**config.mk**
```make
export PLATFORM = sky130hd
export DESIGN_NAME = sixteen_bit_timer_core
export DESIGN_NICKNAME = d
export VERILOG_FILES = /design/src/design/timer16_pkg.sv /design/src/design/sixteen_bit_timer_core.sv
export SDC_FILE = /design/constraint.sdc
export NUM_CORES = 1
export LEC_CHECK = 0
export BUFFER_PORTS_ARGS = -buffer_cell sky130_fd_sc_hd__buf_2
export CELL_PAD_IN_SITES_DETAIL_PLACEMENT = 1
export CELL_PAD_IN_SITES_GLOBAL_PLACEMENT = 1
export CORE_MARGIN = 2
export CORE_UTILIZATION = 40
export CTS_CLUSTER_SIZE = 28
export DETAILED_ROUTE_END_ITERATION = 12
export HOLD_SLACK_MARGIN = 0.06
export PLACE_DENSITY_LB_ADDON = 0.1
export SLEW_MARGIN = 10
export SYNTH_ARGS = -nofsm -noshare
export SYNTH_HDL_FRONTEND = slang
export SYNTH_SLANG_ARGS = --single-unit
```
**constraint.sdc**
```tcl
create_clock -name i_mclk -period 4.4 [get_ports i_mclk]
set_input_delay 0.88 -clock i_mclk [delete_from_list [all_inputs] [get_ports i_mclk]]
set_output_delay 0.88 -clock i_mclk [all_outputs]
set_load 0.01 [all_outputs]
```
**src/design/timer16_pkg.sv**
```systemverilog
// Behaviour
// RULE_01: Power gate bit set keeps timer disabled.
// RULE_02: Counter, compares, capture are 16-bit registers.
// RULE_03: Control registers are 8-bit, always accessible.
// RULE_04: Each request flagged, gated by mask bit.
// RULE_05: Tick from prescaler or external pin edge.
// RULE_06: No clock source means counter holds.
// RULE_07: Compare registers checked against counter continuously.
// RULE_08: Compare match sets its channel flag.
// RULE_09: Waveform generator drives compare output pins.
// RULE_10: Capture copies counter on selected edge.
// RULE_11: Optional noise filter on capture trigger.
// RULE_12: Top is fixed, compare A, or capture.
// RULE_13: Compare A as PWM top: buffered, no output.
// RULE_14: Capture register may serve as top.
// RULE_15: Bottom signalled when count equals zero.
// RULE_16: Max signalled when count is all ones.
// RULE_17: Three compare channels, one capture unit.
// RULE_18: Only first instance has external count pin.
// RULE_19: Shared high-byte latch, low byte moves sixteen.
// RULE_20: Software writes high first, reads low first.
// RULE_21: Counter write beats clear or count.
// RULE_22: Reset clears all registers, flags, enables.
package timer16_pkg;

	// ==========================================================
	// Register selects for the byte port.
	localparam logic [3:0] SEL_CNT_L  = 4'h0;
	localparam logic [3:0] SEL_CNT_H  = 4'h1;
	localparam logic [3:0] SEL_CMPA_L = 4'h2;
	localparam logic [3:0] SEL_CMPA_H = 4'h3;
	localparam logic [3:0] SEL_CMPB_L = 4'h4;
	localparam logic [3:0] SEL_CMPB_H = 4'h5;
	localparam logic [3:0] SEL_CMPC_L = 4'h6;
	localparam logic [3:0] SEL_CMPC_H = 4'h7;
	localparam logic [3:0] SEL_CAP_L  = 4'h8;
	localparam logic [3:0] SEL_CAP_H  = 4'h9;
	localparam logic [3:0] SEL_CTL_A  = 4'hA;
	localparam logic [3:0] SEL_CTL_B  = 4'hB;
	localparam logic [3:0] SEL_CTL_C  = 4'hC;
	localparam logic [3:0] SEL_FLAG   = 4'hD;
	localparam logic [3:0] SEL_MASK   = 4'hE;

	// ==========================================================
	// Limits and reset values.
	localparam logic [15:0] CNT_BOTTOM = 16'h0000;
	localparam logic [15:0] CNT_MAX    = 16'hFFFF;
	localparam logic [15:0] TOP_8BIT   = 16'h00FF;
	localparam logic [15:0] TOP_9BIT   = 16'h01FF;
	localparam logic [15:0] TOP_10BIT  = 16'h03FF;
	localparam logic [15:0] CNT_ONE    = 16'h0001;
	localparam logic [7:0]  BYTE_ZERO  = 8'h00;

	// ==========================================================
	// Field positions: flag and mask share one layout.
	localparam int BIT_OVF  = 0;
	localparam int BIT_CMPA = 1;
	localparam int BIT_CMPB = 2;
	localparam int BIT_CMPC = 3;
	localparam int BIT_CAP  = 5;
	localparam int NUM_CH   = 3;
	localparam int NC_DEPTH = 4;
	localparam logic [7:0] FLAG_USED = 8'h2F;

	// Prescaler taps.
	localparam logic [9:0] DIV8    = 10'h0007;
	localparam logic [9:0] DIV64   = 10'h003F;
	localparam logic [9:0] DIV256  = 10'h00FF;
	localparam logic [9:0] DIV1024 = 10'h03FF;

	// Clock select codes.
	localparam logic [2:0] CS_STOP = 3'h0;
	localparam logic [2:0] CS_D1   = 3'h1;
	localparam logic [2:0] CS_D8   = 3'h2;
	localparam logic [2:0] CS_D64  = 3'h3;
	localparam logic [2:0] CS_D256 = 3'h4;
	localparam logic [2:0] CS_D1K  = 3'h5;
	localparam logic [2:0] CS_EXTF = 3'h6;
	localparam logic [2:0] CS_EXTR = 3'h7;

	typedef enum logic [3:0] {
		WG_NORMAL, WG_PC8, WG_PC9, WG_PC10, WG_CTC_A, WG_FAST8, WG_FAST9, WG_FAST10,
		WG_PFC_CAP, WG_PFC_A, WG_PC_CAP, WG_PC_A, WG_CTC_CAP, WG_RSVD, WG_FAST_CAP,
		WG_FAST_A
	} wgm_t;

	// Byte access port of the processor.
	typedef struct packed {
		logic       wr;
		logic       rd;
		logic [3:0] sel;
		logic [7:0] wdata;
	} cpu_req_t;

	// Event pins, raw; the core synchronises them into its clock domain.
	typedef struct packed {
		logic ext_count_pin;
		logic capture_in_pin;
		logic comparator_out;
	} pins_t;

endpackage

```
**src/design/sixteen_bit_timer_core.sv**
```systemverilog
module sixteen_bit_timer_core
	import timer16_pkg::*;
#(
	parameter bit HAS_EXT_PIN = 1'b1
) (
	// Clock and reset.
	input  wire logic         i_mclk,
	input  wire logic         i_reset,
	// Power gate and processor byte port.
	input  wire logic         i_power_gate,
	input  wire cpu_req_t     i_cpu,
	output logic      [7:0]   o_rdata,
	// Event pins.
	input  wire pins_t        i_pins,
	// Waveform outputs, interrupt requests and count status.
	output logic      [2:0]   o_compare_out_pin,
	output logic      [7:0]   o_irq_req,
	output logic              o_bottom,
	output logic              o_max
);

	// ==========================================================
	// Pin synchronisers.
	pins_t sync1;
	pins_t sync2;
	always_ff @(posedge i_mclk) begin
		sync1 <= i_pins;
		sync2 <= sync1;
	end

	// ==========================================================
	// Architectural state.
	logic [15:0] count_value;
	logic [15:0] compare_value_x [NUM_CH];
	logic [15:0] compare_buf     [NUM_CH];
	logic [15:0] capture_value;
	logic [7:0]  timer_control_regs [3];
	logic [7:0]  irq_flag_reg;
	logic [7:0]  irq_mask_reg;
	logic [7:0]  high_latch;
	logic [9:0]  prescale;
	logic        ext_prev;
	logic        count_down;
	logic [2:0]  wave;
	logic [NC_DEPTH-1:0] nc_shift;
	logic        cap_level;
	logic [7:0]  rdata;

	logic [15:0] next_count_value;
	logic [15:0] next_compare_value_x [NUM_CH];
	logic [15:0] next_compare_buf     [NUM_CH];
	logic [15:0] next_capture_value;
	logic [7:0]  next_timer_control_regs [3];
	logic [7:0]  next_irq_flag_reg;
	logic [7:0]  next_irq_mask_reg;
	logic [7:0]  next_high_latch;
	logic [9:0]  next_prescale;
	logic        next_ext_prev;
	logic        next_count_down;
	logic [2:0]  next_wave;
	logic [NC_DEPTH-1:0] next_nc_shift;
	logic        next_cap_level;
	logic [7:0]  next_rdata;

	// ==========================================================
	// Control field decode.
	logic [2:0]  cs;
	wgm_t        wgm;
	logic        enabled;
	logic        tick;
	logic        ext_now;
	logic [15:0] top;
	logic        use_a_top;
	logic        is_pwm;
	logic        is_dual;
	logic [NUM_CH-1:0] match;
	logic [1:0]  com_mode [NUM_CH];
	logic        at_top;
	logic        cap_src;
	logic        cap_edge;

	function automatic logic [1:0] com_of(input int ch, input logic [7:0] ctl);
		com_of = ctl[7 - 2 * ch -: 2];
	endfunction

	function automatic logic is_lo(input logic [3:0] sel, input logic [3:0] lo);
		is_lo = (sel == lo);
	endfunction

	assign enabled   = !i_power_gate;                                          // [RULE_01]
	assign cs        = timer_control_regs[1][2:0];
	assign wgm       = wgm_t'({timer_control_regs[1][4:3], timer_control_regs[0][1:0]});
	assign ext_now   = HAS_EXT_PIN ? sync2.ext_count_pin : 1'b0;                // [RULE_18]
	assign use_a_top = (wgm == WG_CTC_A) || (wgm == WG_PFC_A) || (wgm == WG_PC_A)
			|| (wgm == WG_FAST_A);
	assign is_pwm    = (wgm != WG_NORMAL) && (wgm != WG_CTC_A) && (wgm != WG_CTC_CAP);
	assign is_dual   = (wgm == WG_PC8) || (wgm == WG_PC9) || (wgm == WG_PC10)
			|| (wgm == WG_PFC_CAP) || (wgm == WG_PFC_A) || (wgm == WG_PC_CAP)
			|| (wgm == WG_PC_A);

	// Tick selection: prescaler taps or an edge of the external pin.
	always_comb begin
		case (cs)                                                              // [RULE_05]
			CS_STOP: tick = 1'b0;                                              // [RULE_06]
			CS_D1:   tick = 1'b1;
			CS_D8:   tick = (prescale[2:0] == DIV8[2:0]);
			CS_D64:  tick = (prescale[5:0] == DIV64[5:0]);
			CS_D256: tick = (prescale[7:0] == DIV256[7:0]);
			CS_D1K:  tick = (prescale == DIV1024);
			CS_EXTF: tick = HAS_EXT_PIN && ext_prev && !ext_now;               // [RULE_18]
			CS_EXTR: tick = HAS_EXT_PIN && !ext_prev && ext_now;
			default: tick = 1'b0;
		endcase
		tick = tick && enabled;
	end

	// Top selection.
	always_comb begin
		case (wgm)                                                             // [RULE_12]
			WG_PC8, WG_FAST8:   top = TOP_8BIT;
			WG_PC9, WG_FAST9:   top = TOP_9BIT;
			WG_PC10, WG_FAST10: top = TOP_10BIT;
			WG_CTC_A, WG_PFC_A, WG_PC_A, WG_FAST_A: top = compare_value_x[0];
			WG_PFC_CAP, WG_PC_CAP, WG_CTC_CAP, WG_FAST_CAP: top = capture_value; // [RULE_14]
			default: top = CNT_MAX;
		endcase
	end

	assign at_top  = (count_value == top);
	assign o_bottom = (count_value == CNT_BOTTOM);                             // [RULE_15]
	assign o_max    = (count_value == CNT_MAX);                                // [RULE_16]

	genvar g;
	generate
		for (g = 0; g < NUM_CH; g++) begin : g_cmp
			assign match[g] = (count_value == compare_value_x[g]);             // [RULE_07]
			assign com_mode[g] = com_of(g, timer_control_regs[0]);
		end
	endgenerate

	// Noise canceller: the trigger must hold for NC_DEPTH samples.
	assign cap_src  = timer_control_regs[2][0] ? sync2.comparator_out : sync2.capture_in_pin;
	assign cap_edge = (next_cap_level != cap_level) &&
			(next_cap_level == timer_control_regs[1][6]);

	// ==========================================================
	// Next-state logic.
	always_comb begin
		next_count_value  = count_value;
		next_capture_value = capture_value;
		next_timer_control_regs = timer_control_regs;
		next_irq_flag_reg = irq_flag_reg;
		next_irq_mask_reg = irq_mask_reg;
		next_high_latch   = high_latch;
		next_compare_value_x = compare_value_x;
		next_compare_buf  = compare_buf;
		next_prescale     = enabled ? prescale + 10'h001 : prescale;
		next_ext_prev     = ext_now;
		next_count_down   = count_down;
		next_wave         = wave;
		next_rdata        = rdata;
		next_nc_shift     = {nc_shift[NC_DEPTH-2:0], cap_src};
		if (!timer_control_regs[1][7])
			next_cap_level = cap_src;
		else if (&nc_shift || ~|nc_shift)                                      // [RULE_11]
			next_cap_level = nc_shift[0];
		else
			next_cap_level = cap_level;

		// Counting, flags and waveforms on each tick.
		if (tick) begin
			if (is_dual) begin
				if (at_top && !count_down)
					next_count_down = 1'b1;
				else if (count_value == CNT_ONE && count_down)
					next_count_down = 1'b0;
				next_count_value = (count_down || at_top) ? count_value - CNT_ONE
						: count_value + CNT_ONE;
				if (o_bottom)
					next_irq_flag_reg[BIT_OVF] = 1'b1;
			end else begin
				next_count_value = at_top ? CNT_BOTTOM : count_value + CNT_ONE;
				if ((wgm == WG_NORMAL) ? o_max : (at_top && is_pwm))
					next_irq_flag_reg[BIT_OVF] = 1'b1;
			end
			// Double-buffered compares load at top in PWM modes.
			if (is_pwm && at_top)                                              // [RULE_13]
				next_compare_value_x = compare_buf;
			for (int ch = 0; ch < NUM_CH; ch++) begin
				if (match[ch])
					next_irq_flag_reg[BIT_CMPA + ch] = 1'b1;                   // [RULE_08]
				if (!(ch == 0 && use_a_top && is_pwm)) begin                   // [RULE_13]
					if (match[ch] && com_mode[ch] == 2'b01 && !is_pwm)
						next_wave[ch] = !wave[ch];                             // [RULE_09]
					else if (match[ch] && com_mode[ch][1])
						next_wave[ch] = com_mode[ch][0] ^ count_down;
					else if (at_top && !is_dual && is_pwm && com_mode[ch][1])
						next_wave[ch] = !com_mode[ch][0];
				end
			end
		end

		// Capture on the selected edge, unless top equals the register's value outside normal and compare-A-top modes.
		if (enabled && cap_edge) begin
			if (top != capture_value || use_a_top || wgm == WG_NORMAL)
				next_capture_value = count_value;                              // [RULE_10]
			next_irq_flag_reg[BIT_CAP] = 1'b1;
		end

		// Processor access.
		if (i_cpu.rd) begin                                                    // [RULE_02]
			case (i_cpu.sel)
				SEL_CNT_L: begin
					next_rdata = count_value[7:0];
					next_high_latch = count_value[15:8];                       // [RULE_19]
				end
				SEL_CAP_L: begin
					next_rdata = capture_value[7:0];
					next_high_latch = capture_value[15:8];
				end
				SEL_CNT_H, SEL_CAP_H: next_rdata = high_latch;                 // [RULE_20]
				SEL_CMPA_L: next_rdata = compare_buf[0][7:0];
				SEL_CMPA_H: next_rdata = compare_buf[0][15:8];
				SEL_CMPB_L: next_rdata = compare_buf[1][7:0];
				SEL_CMPB_H: next_rdata = compare_buf[1][15:8];
				SEL_CMPC_L: next_rdata = compare_buf[2][7:0];
				SEL_CMPC_H: next_rdata = compare_buf[2][15:8];
				SEL_CTL_A:  next_rdata = timer_control_regs[0];                // [RULE_03]
				SEL_CTL_B:  next_rdata = timer_control_regs[1];
				SEL_CTL_C:  next_rdata = timer_control_regs[2];
				SEL_FLAG:   next_rdata = irq_flag_reg;
				SEL_MASK:   next_rdata = irq_mask_reg;
				default:    next_rdata = BYTE_ZERO;
			endcase
		end
		if (i_cpu.wr) begin
			case (i_cpu.sel)
				SEL_CNT_H, SEL_CMPA_H, SEL_CMPB_H, SEL_CMPC_H, SEL_CAP_H:
					next_high_latch = i_cpu.wdata;                             // [RULE_20]
				SEL_CNT_L: next_count_value = {high_latch, i_cpu.wdata};       // [RULE_21]
				SEL_CAP_L: next_capture_value = {high_latch, i_cpu.wdata};     // [RULE_19]
				SEL_CTL_A: next_timer_control_regs[0] = i_cpu.wdata;
				SEL_CTL_B: next_timer_control_regs[1] = i_cpu.wdata;
				SEL_CTL_C: next_timer_control_regs[2] = i_cpu.wdata;
				SEL_MASK:  next_irq_mask_reg = i_cpu.wdata & FLAG_USED;
				// Writing one clears a set flag, even if its event repeats this cycle.
				SEL_FLAG:  next_irq_flag_reg = next_irq_flag_reg
						& ~(i_cpu.wdata & irq_flag_reg & ~(next_irq_flag_reg ^ irq_flag_reg));
				default: ;
			endcase
			for (int ch = 0; ch < NUM_CH; ch++) begin
				if (is_lo(i_cpu.sel, SEL_CMPA_L + 4'(2 * ch))) begin
					next_compare_buf[ch] = {high_latch, i_cpu.wdata};          // [RULE_19]
					if (!is_pwm)
						next_compare_value_x[ch] = {high_latch, i_cpu.wdata};
				end
			end
		end
	end

	// ==========================================================
	// Registers.
	always_ff @(posedge i_mclk) begin
		if (i_reset) begin                                                     // [RULE_22]
			count_value  <= CNT_BOTTOM;
			compare_value_x <= '{default: CNT_BOTTOM};
			compare_buf  <= '{default: CNT_BOTTOM};
			capture_value <= CNT_BOTTOM;
			timer_control_regs <= '{default: BYTE_ZERO};
			irq_flag_reg <= BYTE_ZERO;
			irq_mask_reg <= BYTE_ZERO;
			high_latch   <= BYTE_ZERO;
			prescale     <= '0;
			ext_prev     <= 1'b0;
			count_down   <= 1'b0;
			wave         <= '0;
			nc_shift     <= '0;
			cap_level    <= 1'b0;
			rdata        <= BYTE_ZERO;
		end else begin
			count_value  <= next_count_value;
			compare_value_x <= next_compare_value_x;
			compare_buf  <= next_compare_buf;
			capture_value <= next_capture_value;
			timer_control_regs <= next_timer_control_regs;
			irq_flag_reg <= next_irq_flag_reg;
			irq_mask_reg <= next_irq_mask_reg;
			high_latch   <= next_high_latch;
			prescale     <= next_prescale;
			ext_prev     <= next_ext_prev;
			count_down   <= next_count_down;
			wave         <= next_wave;
			nc_shift     <= next_nc_shift;
			cap_level    <= next_cap_level;
			rdata        <= next_rdata;
		end
	end

	// ==========================================================
	// Outputs; a pin is only driven while its compare mode is on.
	generate
		for (g = 0; g < NUM_CH; g++) begin : g_out
			assign o_compare_out_pin[g] = (com_of(g, timer_control_regs[0]) != 2'b00)
					&& wave[g];                                                // [RULE_17]
		end
	endgenerate
	assign o_irq_req = irq_flag_reg & irq_mask_reg;                            // [RULE_04]
	assign o_rdata   = rdata;

endmodule

```
Word level (Yosys, flattened, before mapping). Cells that the tools add are included.

Register bits after elaboration: 207.

Equality and inequality tests: 53. Multiplexer cells: 51. Bitwise logic cells: 11. Reduce and logical (&&, ||, !) cells: 87. $add $sub $neg: 3.

Operators by type and width (number): 16-bit 2-to-1 mux (16); 48-bit 2-to-1 mux (3); 8-bit one-hot mux with 14 select lines (1); 16-bit one-hot mux with 5 select lines (1); 16-bit equality test (4); 4-bit equality test (second input constant) (14); 4-bit by 3-bit equality test with 1-bit output (second input constant) (8); 1-bit logical AND (28); 8-bit bitwise AND (3); 8-bit 2-to-1 mux (3); 1-bit 2-to-1 mux (22); 2-bit AND reduction (10); 16-bit by 1-bit adder with 16-bit output (second input constant) (1); 16-bit by 1-bit equality test with 1-bit output (second input constant) (1); 16-bit equality test (second input constant) (1); 4-bit by 2-bit equality test with 1-bit output (second input constant) (4); 16-bit logical NOT (1); 16-bit != test (1); 8-bit NOT (2); 8-bit one-hot mux with 2 select lines (1); 16-bit by 1-bit subtractor with 16-bit output (second input constant) (1); 3-bit equality test (second input constant) (5); 1-bit logical NOT (13); 1-bit logical OR (13); other kinds (29) (48).

Depth between registers and ports, before layout. Gate-level depths: netlist (run 1).

Word-level depth: 16. Depth in mapped cells: 14. Gate-level depth less buffers: 11.

Least setup slack after synthesis (run 1). No wires, ideal clock.

Path kind: flip-flop to flip-flop. Start point: register timer_control_regs[17] (netlist name). End point: register count_value[14]. Buffers on the path: 3. Arrival time: 2.969 ns. Stages on the path, launching flop included: 14. Library setup time: 0.074 ns. Setup slack: 1.357 ns. Cell sequence: dfxtp_1 > buf_6 > nand2b_4 > buf_6 > a31o_1 > a22oi_1 > a21oi_1 > or4_4 > nor4_4 > o21a_1 > buf_6 > mux2_2 > or3_1 > o21ai_0.

Longest elaborated chain between the ends: 11. Elaborated cells between the ends (all ways): 34.

Ends and longest elaborated chain: start, declared (RTL line sixteen_bit_timer_core.sv:37) `logic [7:0] timer_control_regs [3];`; start signal, assigned (RTL line sixteen_bit_timer_core.sv:285) `timer_control_regs <= next_timer_control_regs;`; parallel branches: the longest is 7 deep, another holds 16-bit one-hot mux with 5 select lines; 16-bit 2-to-1 mux * (RTL line sixteen_bit_timer_core.sv:172) `if (is_dual) begin`; 16-bit 2-to-1 mux * (RTL line sixteen_bit_timer_core.sv:171) `if (tick) begin`; 16-bit 2-to-1 mux (RTL line sixteen_bit_timer_core.sv:237) `case (i_cpu.sel)`; 16-bit 2-to-1 mux * (RTL line sixteen_bit_timer_core.sv:236) `if (i_cpu.wr) begin`; end signal, assigned (RTL line sixteen_bit_timer_core.sv:281) `count_value <= next_count_value;`; end, declared (RTL line sixteen_bit_timer_core.sv:33) `logic [15:0] count_value;`.

Every way passes the cells marked *. A chain may end at the register's enable or synchronous reset.

Worst setup path in the final report (run 1).
Start point: register timer_control_regs[17] (netlist name). End point: register count_value[5].

The elaborated chain is that of the path after synthesis.

==> key figures, run 1 <==
Run status
  • Status: finished, final reports clean

Global route
  • Initial antenna violation count: 0
  • All-Layer GR Usage: 32.62%
  • Vias in the first global route: roughly 12000
  • Largest net degree at the start of global routing: 100
  • First-pass GRT wire length: about 76000 um
  • Grt ovf: 0

STA
  • Worst hold margin: ~0.32 ns
  • RSZ-0062 raised after global routing: no
  • Clk_skew: 0.008163 ns
  • Min Clock Period, post-route: 4.005 ns
  • Worst Max-Slew Pin Slew: 1.305 ns
  • Fmax: 249.7 MHz
  • Final Cycle Share: 91.02%
  • Slew Limit Fails: 0
  • Final hold vios: 0
  • Setup violations, final: 0
  • Post-route setup slack: 0.3951 ns
  • Setup tns final: 0 ns
  • Worst slew margin: 12.29%

Synth
  • Post-synthesis register bit count: 207
  • Post-synthesis cell type count: 76
  • Synth cell count leaders: 207 x dfxtp_1, 190 x nand2_1, 166 x nor2_1, 127 x a21oi_1, 104 x clkbuf_1
  • Post-synthesis async set-or-reset flop share: 0%
  • Mapped Area: 0.01193 sq mm
  • Largest area contributor in the netlist: dfxtp_1
  • Top-count cell post-synth: dfxtp_1
  • Syn avg cell area: 7.864 sq um
  • Ys flop type: dfxtp_1
  • Post-synth top area share: a little over a third
  • Yosys Warn Count: 0
  • Synth area leaders: dfxtp_1 35%, mux2i_1 7.5%, nand2_1 6.0%
  • Syn Inst Count: 1517
  • EDFF count, synth: 0
  • Sequential area share after synthesis: 34.74%

Place
  • Final HPWL DP: 35020 um
  • Dpl ws: 0.5032 ns
  • IO buf count: 37
  • Final estimated routing congestion in global placement: 0.9497

Drt
  • Final WL: around 51000 um
  • Drt wl/cell: 26.88 um
  • Drt drc: 0
  • Initial DRC count: around 1200
  • ANT nets after route: 0
  • Drt first pass iters: 5
  • Vias per inst: 6.247
  • Vias: 11880

Worst setup path
  • CP required: 4.83 ns
  • CP Max Fanout: 19
  • CP arrival: 4.44 ns
  • CP Launch Type: flip-flop
  • Crit Path Class: flip-flop to flip-flop
  • Critical path capture point type: flip-flop

Power
  • Peak VDD IR: 0.3088 mV
  • Switching Fraction: 27.59%
  • Clock power share: between 40% and 50%
  • Internal Power: 0.003319 W
  • Comb power frac: 11.5%
  • Sw power: approximately 0.0013 W
  • Power Density: 345.3 mW/mm^2
  • Lkg Pwr: 4.615 nW
  • Sequential Power Share: around 43%

Clock network
  • Setup Buffers After CTS: 0
  • CTS Buffer Depth: 3
  • H-Tree Depth: 1
  • Clk Latency, worst-skew pair: 0.53 ns
  • Clock Tree Root: clkbuf_16
  • Clock sink count: roughly 210
  • # hold bufs at CTS: 0
  • Post-CTS Resized: 0
  • TritonCTS clock tree: done
  • Worst-path clk slew: 0.06 ns
  • CTS buffer count: 24

Floorplan
  • Initial core utilization: 40.47%
  • Die ar.: roughly 0.031 sq mm
  • Die width: 176.7 um
  • IO Pins: 41
  • Core Area: 0.02948 sq mm
  • Die Span Y: 176.7 um
  • # rows: 63

Final layout
  • Nets: 1521
  • Fillers: 3616
  • Layout cells sized above 1: 10.46%
  • Area grow syn2layout: 11.28%
  • Top flop regs: compare_buf x48, compare_value_x x48
  • Fin util: about 45%

Job
  • Max-cap check violation count: 0

Worst hold path
  • Hold crit path type: flip-flop to flip-flop
## power by group through the flow
stage / sequential, W / clock [W] / combinational (W)
floorplan: 0.00198 / 0 / 0.000321
global placement: 0.00202 / 0 / 0.000507
detailed placement: 0.00202 / 0 / 0.000512
CTS: 0.00198 / 0.00211 / 0.000516
global route: 0.00198 / 0.00217 / 0.000563
finish: 0.00198 / 0.00208 / 0.000527
## critical path, cell delays in order (launching register included)
cell and delay, ns:
dfxtp_1 0.51, and2b_1 0.64, o22ai_1 0.26, a22oi_1 0.27, a21oi_1 0.14, or4_4 0.56
nor4_4 0.26, buf_4 0.26, o21ai_1 0.26, nor2_1 0.35, a21oi_1 0.12, a211oi_1 0.27
## final timing paths
kind                         end  slack (ns)  depth (start not counted)              startpoint
setup / recovery  count_value[5]        0.40                         11  timer_control_regs[17]
setup reg to reg  count_value[5]        0.40                         11  timer_control_regs[17]
hold / removal           ext_now        0.32                          0                sync1[2]
hold reg to reg          ext_now        0.32                          0                sync1[2]
## through the flow
stage          area [sq um]  total power, W  cells
6_report              13280        0.004584   1902
5_1_grt               13270        0.004716   1901
4_1_cts               13270        0.004600   1901
3_5_place_dp          12460        0.002531   1859
3_3_place_gp          12460        0.002525   1859
2_1_floorplan         11940        0.002303   1519
## layer usage
layer	vias up	share of wire, %	global-route usage, %
met5	-	0	0
met4	0	4.3	12.22
met3	118	6.1	4.747
met2	395	45	51.46
met1	5952	45	45.06
li1	5417	-	-
## cell usage in the layout (no fill, tap or decap), types with 7 or more instances in the layout
cell type and n:
xnor2_1 47, o21ai_0 44, xor2_1 22, o22ai_1 10, and3_1 15, dfxtp_1 207, mux2i_1 89, nand4_1 14
nor4_1 10, a21oi_1 127, clkbuf_8 9, and2_1 10, inv_1 20, nor2_1 166, buf_2 36, a311oi_1 9
nand2_1 190, or3_1 7, clkbuf_16 25, a22o_1 19, nand2b_1 25, nor3_1 19, a211oi_1 89, buf_4 50
a31oi_1 13, nor2b_1 27, a221oi_1 12, a32oi_1 7, o21a_1 7, nand3_1 43, a22oi_1 24
## final cells by class
class | count | area (sq um) | share of cell area [%]
Clock inverter | 4 | 45.04 | 0.3393
Antenna cell | 1 | 2.502 | 0.01885
Timing Repair Buffer | 88 | 586.8 | 4.420
Sequential cell | 207 | 4144 | 31.21
Clock buffer | 38 | 764.5 | 5.758
Inverter | 21 | 78.83 | 0.5937
Multi-Input combinational cell | 1153 | 7167 | 53.98
Tap cell | 390 | 488.0 | 3.675
## logic make-up after synthesis
logic type | Yosys count | synth area share, %
xor+xnor | 69 | 5.065
compound gates | 418 | 23.78
fa+ha+maj | 6 | 0.6292
other cells | 1 | 0.03143
simple gates | 561 | 21.92
mux | 96 | 8.222
flops | 207 | 34.74
buf+inv | 159 | 5.621
No activity file was read; power rests on OpenSTA's default activity.
==> run 2, diff against run 1 <==
--- a/config.mk
+++ b/config.mk
@@ -14,6 +14,7 @@
 export DETAILED_ROUTE_END_ITERATION = 12
 export HOLD_SLACK_MARGIN = 0.06
 export PLACE_DENSITY_LB_ADDON = 0.1
+export REMOVE_ABC_BUFFERS = 1
 export SLEW_MARGIN = 10
 export SYNTH_ARGS = -nofsm -noshare
 export SYNTH_HDL_FRONTEND = slang
==> constraint.sdc (replaced) <==
create_clock -name i_mclk -period 4 [get_ports i_mclk]
set_input_delay 0.8 -clock i_mclk [delete_from_list [all_inputs] [get_ports i_mclk]]
set_output_delay 0.8 -clock i_mclk [all_outputs]
set_load 0.01 [all_outputs]
==> run 2 against run 1 <==
Effect of this change: setup slack got worse by 0.16 ns; clock skew rose by 0.0075 ns; global-route usage rose by 0.067 points; final cell count rose by 1.6%; largest power group unchanged; via count rose by 1.2%; routed wire length rose by 0.22%; sequential power rose by 11%.
==> key figures, run 2 (synthesis gave the netlist of run 1 again) <==
Worst setup path
  • CP required: 4.43 ns
  • Critical path capture point type: flip-flop
  • R2r setup slk: approximately 0.24 ns
  • CP Max Fanout: 15
  • CP Launch Type: flip-flop
  • CP arrival: between 4 and 5 ns
  • Crit Path Class: flip-flop to flip-flop
  • R2R cell count: 12

Floorplan
  • IO Pins: 41
  • Die ar.: 0.03122 sq mm
  • Core Area: 0.02948 sq mm
  • Initial core utilization: between 40% and 50%
  • # rows: 63
  • Die Span Y: 176.7 um
  • Die width: between 150 and 200 um

Power
  • Switching Fraction: 28.12%
  • Sw power: 0.001420 W
  • Lkg Pwr: 4.779 nW
  • Sequential Power Share: between 40% and 50%
  • Clock power share: 45.5%
  • Internal Power: about 0.0036 W
  • Peak VDD IR: 0.3116 mV
  • Power Density: 373.4 mW/mm^2
  • Comb power frac: 11.2%

STA
  • Final Cycle Share: around 94%
  • Fmax: 265.7 MHz
  • RSZ-0062 raised after global routing: no
  • Slew Limit Fails: 0
  • Setup tns final: 0 ns
  • Clk_skew: 0.01566 ns
  • Setup violations, final: 0
  • Final hold vios: 0
  • Min Clock Period, post-route: 3.764 ns
  • Worst Max-Slew Pin Slew: 1.172 ns
  • Worst slew margin: 21.33%

Worst hold path
  • Hold crit path type: flip-flop to flip-flop
  • Worst hold path depth: 0

Clock network
  • Setup Buffers After CTS: 0
  • Worst-path clk slew: 0.06 ns
  • Clock sink count: 207
  • TritonCTS clock tree: done
  • H-Tree Depth: 1
  • CTS buffer count: 25
  • CTS Buffer Depth: 3
  • Clk Latency, worst-skew pair: 0.54 ns
  • Clock Tree Root: clkbuf_16

Final layout
  • Most frequent cells in the layout: 206 x dfxtp_1, 190 x nand2_1, 166 x nor2_1, 127 x a21oi_1
  • Area grow syn2layout: 13.37%
  • Top flop regs: compare_buf x48, compare_value_x x48
  • Nets: 1551
  • Non-filler cells, final: 1932
  • Leading cell type in the layout, fill and taps excluded: dfxtp_1
  • Area of the multi-input gates: 0.007158 sq mm
  • Layout cells sized above 1: 12.32%
  • Number of antenna diodes: 0
  • Sequential cell area: a little over 0.004 sq mm
  • Fillers: 3590

Global route
  • Initial antenna violation count: 0
  • Largest net degree at the start of global routing: 121
  • All-Layer GR Usage: 32.69%
  • Vias in the first global route: 11970
  • First-pass GRT wire length: 76820 um
  • Grt ovf: 0

Drt
  • Drt drc: 0
  • ANT nets after route: 0
  • Initial DRC count: 1214
  • Vias: 12030
  • Vias per inst: 6.226
  • Drt first pass iters: 7
  • Drt wl/cell: approximately 27 um
  • Final WL: 51250 um

Place
  • Dpl cells: ~1900
  • Final HPWL DP: around 36000 um
  • IO buf count: 37
  • Final estimated routing congestion in global placement: 0.9249

Job
  • Max-cap check violation count: 0

Run status
  • Status: finished, final reports clean
run 2: cell types whose count changed in the layout (fill, tap and decap cells not counted), sizes merged:
cell / delta
clkinvlp: +1
inv: +1
diode: -1
buf: +29
clkbuf: -3
clkinv: +3
run 2: worst max-delay path: stages, from the launching register on:
cell	delay, ns
dfxtp_1	0.50
buf_4	0.29
nand2b_4	0.14
a31o_2	0.28
a22oi_1	0.19
a21oi_1	0.12
or4_4	0.55
nor4_4	0.39
buf_4	0.21
nor2b_1	0.23
nand2b_1	0.36
nor3_1	0.10
o31a_1	0.27
run 2: through the flow:
step | setup slack [ns] | hold slack (ns) | total power (W) | util (%) | cell area [sq um]
after floorplan | -1.660 | 0.3096 | 0.002464 | - | 11350
after global placement | 0.4321 | 0.3114 | 0.002774 | 43.10 | 12710
after detailed placement | 0.2966 | 0.3138 | 0.002780 | 43.10 | 12710
after CTS | 0.2612 | 0.3274 | 0.005069 | 45.86 | 13520
after global routing | 0.07072 | 0.3419 | 0.005216 | 45.88 | 13530
final | 0.2361 | 0.3257 | 0.005051 | 45.88 | 13530
run 2: area by class of cell:
| cell class | count | area share [%] |
|---|---|---|
| clock buffer | 35 | 5.421 |
| clock inverter | 9 | 0.5920 |
| inverter | 21 | 0.5828 |
| multi-input combinational | 1153 | 52.92 |
| sequential | 207 | 30.65 |
| tap | 390 | 3.608 |
| timing repair buffer | 117 | 6.226 |
run 2: metal layers:
layer	global-route usage, %	share of wire (%)	up-vias	wire length, um
li1	-	-	5467	-
met1	43.77	44	6013	22510
met2	52.36	45	441	23100
met3	5.906	6.9	108	3541
met4	12.36	4.1	0	2103
met5	0	0	-	0
run 2: timing repair:
action | CTS | global route
hold buffers | 0 | 0
resized for setup | 0 | 2
setup endpoints to repair | 0 | 1
endpoints found under the hold margin | 0 | 0
run 2: path summary, 6_finish.rpt:
kind / from / end
worst max-delay path: timer_control_regs[11] / count_value[13]
worst min-delay path: sync1[1] / sync2[1]
worst max register to register: timer_control_regs[11] / count_value[13]
worst min register to register: sync1[1] / sync2[1]
run 2: power by group through the flow:
stage / logic (W) / registers [W] / clock network, W
5_1_grt: 0.000606 / 0.00219 / 0.00242
4_1_cts: 0.000552 / 0.00219 / 0.00233
6_report: 0.000564 / 0.00219 / 0.00230
3_5_place_dp: 0.000549 / 0.00223 / 0
2_1_floorplan: 0.000257 / 0.00221 / 0
3_3_place_gp: 0.000545 / 0.00223 / 0
==> run 3, diff against run 2 <==
--- a/config.mk
+++ b/config.mk
@@ -14,6 +14,7 @@
 export DETAILED_ROUTE_END_ITERATION = 12
 export HOLD_SLACK_MARGIN = 0.06
 export PLACE_DENSITY_LB_ADDON = 0.1
+export RECOVER_POWER = 100
 export REMOVE_ABC_BUFFERS = 1
 export SLEW_MARGIN = 10
 export SYNTH_ARGS = -nofsm -noshare
==> run 3 against run 2 <==
Effect of this change: non-clock buffer count unchanged; maximum frequency down 1.1%; largest power group unchanged; clock power about the same; global-route usage unchanged; critical path depth unchanged; highest routed layer unchanged; the run now ends with capacitance limit, slew limit left; combinational power down 0.7%; clock skew down 0.0013 ns; setup slack worse by 0.042 ns.
==> key figures, run 3 (synthesis gave the netlist of run 1 again) <==
Clock network
  • CTS buffer count: 25
  • Clock sink count: between 200 and 250
  • Setup Buffers After CTS: 0
  • Worst-path clk slew: roughly 0.060 ns
  • Clk Latency, worst-skew pair: 0.54 ns
  • H-Tree Depth: 1
  • CTS Buffer Depth: 3
  • Clock Tree Root: clkbuf_16
  • # hold bufs at CTS: 0
  • TritonCTS clock tree: done
  • Post-CTS Resized: 0

Place
  • Final estimated routing congestion in global placement: ~0.92
  • Post-place instance area: 0.01271 sq mm
  • Dpl cells: approximately 1900
  • Final HPWL DP: around 36000 um
  • IO buf count: 37

Worst hold path
  • Hold crit path type: flip-flop to flip-flop
  • Hold wc startpoint: sync1[1]

Final layout
  • Fin util: 45.63%
  • Finished Cell Area: 0.01345 sq mm
  • Sequential cell area: 0.004145 sq mm
  • Fillers: 3600
  • Top flop regs: compare_buf x48, compare_value_x x48
  • Leading cell type in the layout, fill and taps excluded: dfxtp_1
  • Most frequent cells in the layout: 206 x dfxtp_1, 190 x nand2_1, 166 x nor2_1, 127 x a21oi_1
  • Area of the multi-input gates: 0.007153 sq mm
  • Number of antenna diodes: 0
  • Layout cells sized above 1: 11.02%
  • Area grow syn2layout: 12.76%
  • Nets: 1551
  • Non-filler cells, final: around 1900

Worst setup path
  • Worst stage delay on the critical path: between 0.5 and 0.6 ns
  • R2r setup slk: 0.19 ns
  • WP buf/inv: 2
  • CP Max Fanout: 15
  • CP arrival: 4.17 ns
  • CP required: 4.36 ns
  • Cell family with most CP delay: simple AND/OR/NAND/NOR gates
  • Slowest cell on crit path: or4_4
  • Crit path from: timer_control_regs[11]
  • Crit Path Class: flip-flop to flip-flop
  • CP Launch Type: flip-flop
  • Crit-path cells: buf_4 -> nand2b_4 -> a31o_2 -> a22oi_1 -> a21oi_1 -> or4_4 -> nor4_4 -> clkbuf_2 -> nor2_1 -> a221oi_1 -> a2bb2oi_1 -> o21ai_0
  • RR Startpoint: timer_control_regs[11]
  • Critical path capture point type: flip-flop

Floorplan
  • Core Area: 0.02948 sq mm
  • Die width: 176.7 um
  • Initial core utilization: 40.47%
  • Die Span Y: 176.7 um
  • # rows: 63
  • IO Pins: 41
  • Die ar.: 0.03122 sq mm

STA
  • Clk_skew: approximately 0.014 ns
  • Fmax: 262.7 MHz
  • Final Cycle Share: 95.16%
  • Slew Limit Fails: 174
  • Final hold vios: 0
  • Worst Max-Slew Pin Slew: 2.522 ns
  • RSZ-0062 raised after global routing: no
  • Worst slew margin: -68.12%
  • Worst hold margin: 0.3255 ns
  • Setup violations, final: 0
  • Min Clock Period, post-route: 3.806 ns

Global route
  • Grt ovf: 0
  • Vias in the first global route: 11970
  • First-pass GRT wire length: 76820 um
  • Largest net degree at the start of global routing: 121
  • Initial antenna violation count: 0
  • All-Layer GR Usage: 32.69%

Drt
  • Drt wl/cell: 26.53 um
  • Vias per inst: 6.216
  • Drt first pass iters: 6
  • ANT nets after route: 0
  • Drt drc: 0
  • Final WL: slightly above 50000 um
  • Initial DRC count: 1194
  • Vias: between 10000 and 15000

Power
  • Lkg Pwr: 4.684 nW
  • Overall power: 0.005047 W
  • Peak VDD IR: around 0.31 mV
  • Power Density: 375.1 mW/mm^2

Run status
  • Status: complete, but fails checks
  • Failing checks: capacitance limit, slew limit

Job
  • Max-cap check violation count: 3
## run 3: cell count changes in the layout (fill, tap and decap cells not counted), sizes merged
cell    before  now
clkbuf      35   58
buf        117   94
## run 3: metal layers
| layer | wire, um | vias to the layer above | global-route usage, % |
|---|---|---|---|
| li1 | - | 5481 | - |
| met1 | 22610 | 6010 | 43.77 |
| met2 | 23210 | 415 | 52.36 |
| met3 | 3341 | 103 | 5.906 |
| met4 | 2096 | 0 | 12.36 |
| met5 | 0 | - | 0 |
## run 3: worst reg2reg max path: stages, from the launching register on
cell and delay, ns:
dfxtp_1 0.52, buf_4 0.29, nand2b_4 0.14, a31o_2 0.28
a22oi_1 0.19, a21oi_1 0.12, or4_4 0.55, nor4_4 0.39
clkbuf_2 0.29, nor2_1 0.19, a221oi_1 0.35, a2bb2oi_1 0.23
o21ai_0 0.09
## run 3: report_power, final
group / switching, W / internal, W
combinational: 0.000379 / 0.000182
clock: 0.000960 / 0.00134
sequential: 0.0000803 / 0.00211
total: 0.00142 / 0.00363
## run 3: through the flow
step,setup TNS [ns],worst slack [ns]
floorplan,-79.67,-1.660
global placement,0,0.4321
detailed placement,0,0.2966
global route,0,0.04061
CTS,0,0.2612
finish,0,0.1936
## run 3: path summary, 6_finish.rpt
| check | endpoint | cells after the start |
|---|---|---|
| setup / recovery | count_value[14] | 12 |
| hold reg to reg | sync2[1] | 0 |
| hold / removal | sync2[1] | 0 |
| setup reg to reg | count_value[14] | 12 |
## run 3: layout make-up
cell class              count  area share, %
clock inverters             9         0.5952
multi-input cells        1153          53.17
inverters                  21         0.5859
well taps                 390          3.627
clock buffers              35          5.450
repair buffers            117          5.757
flip-flops and latches    207          30.81
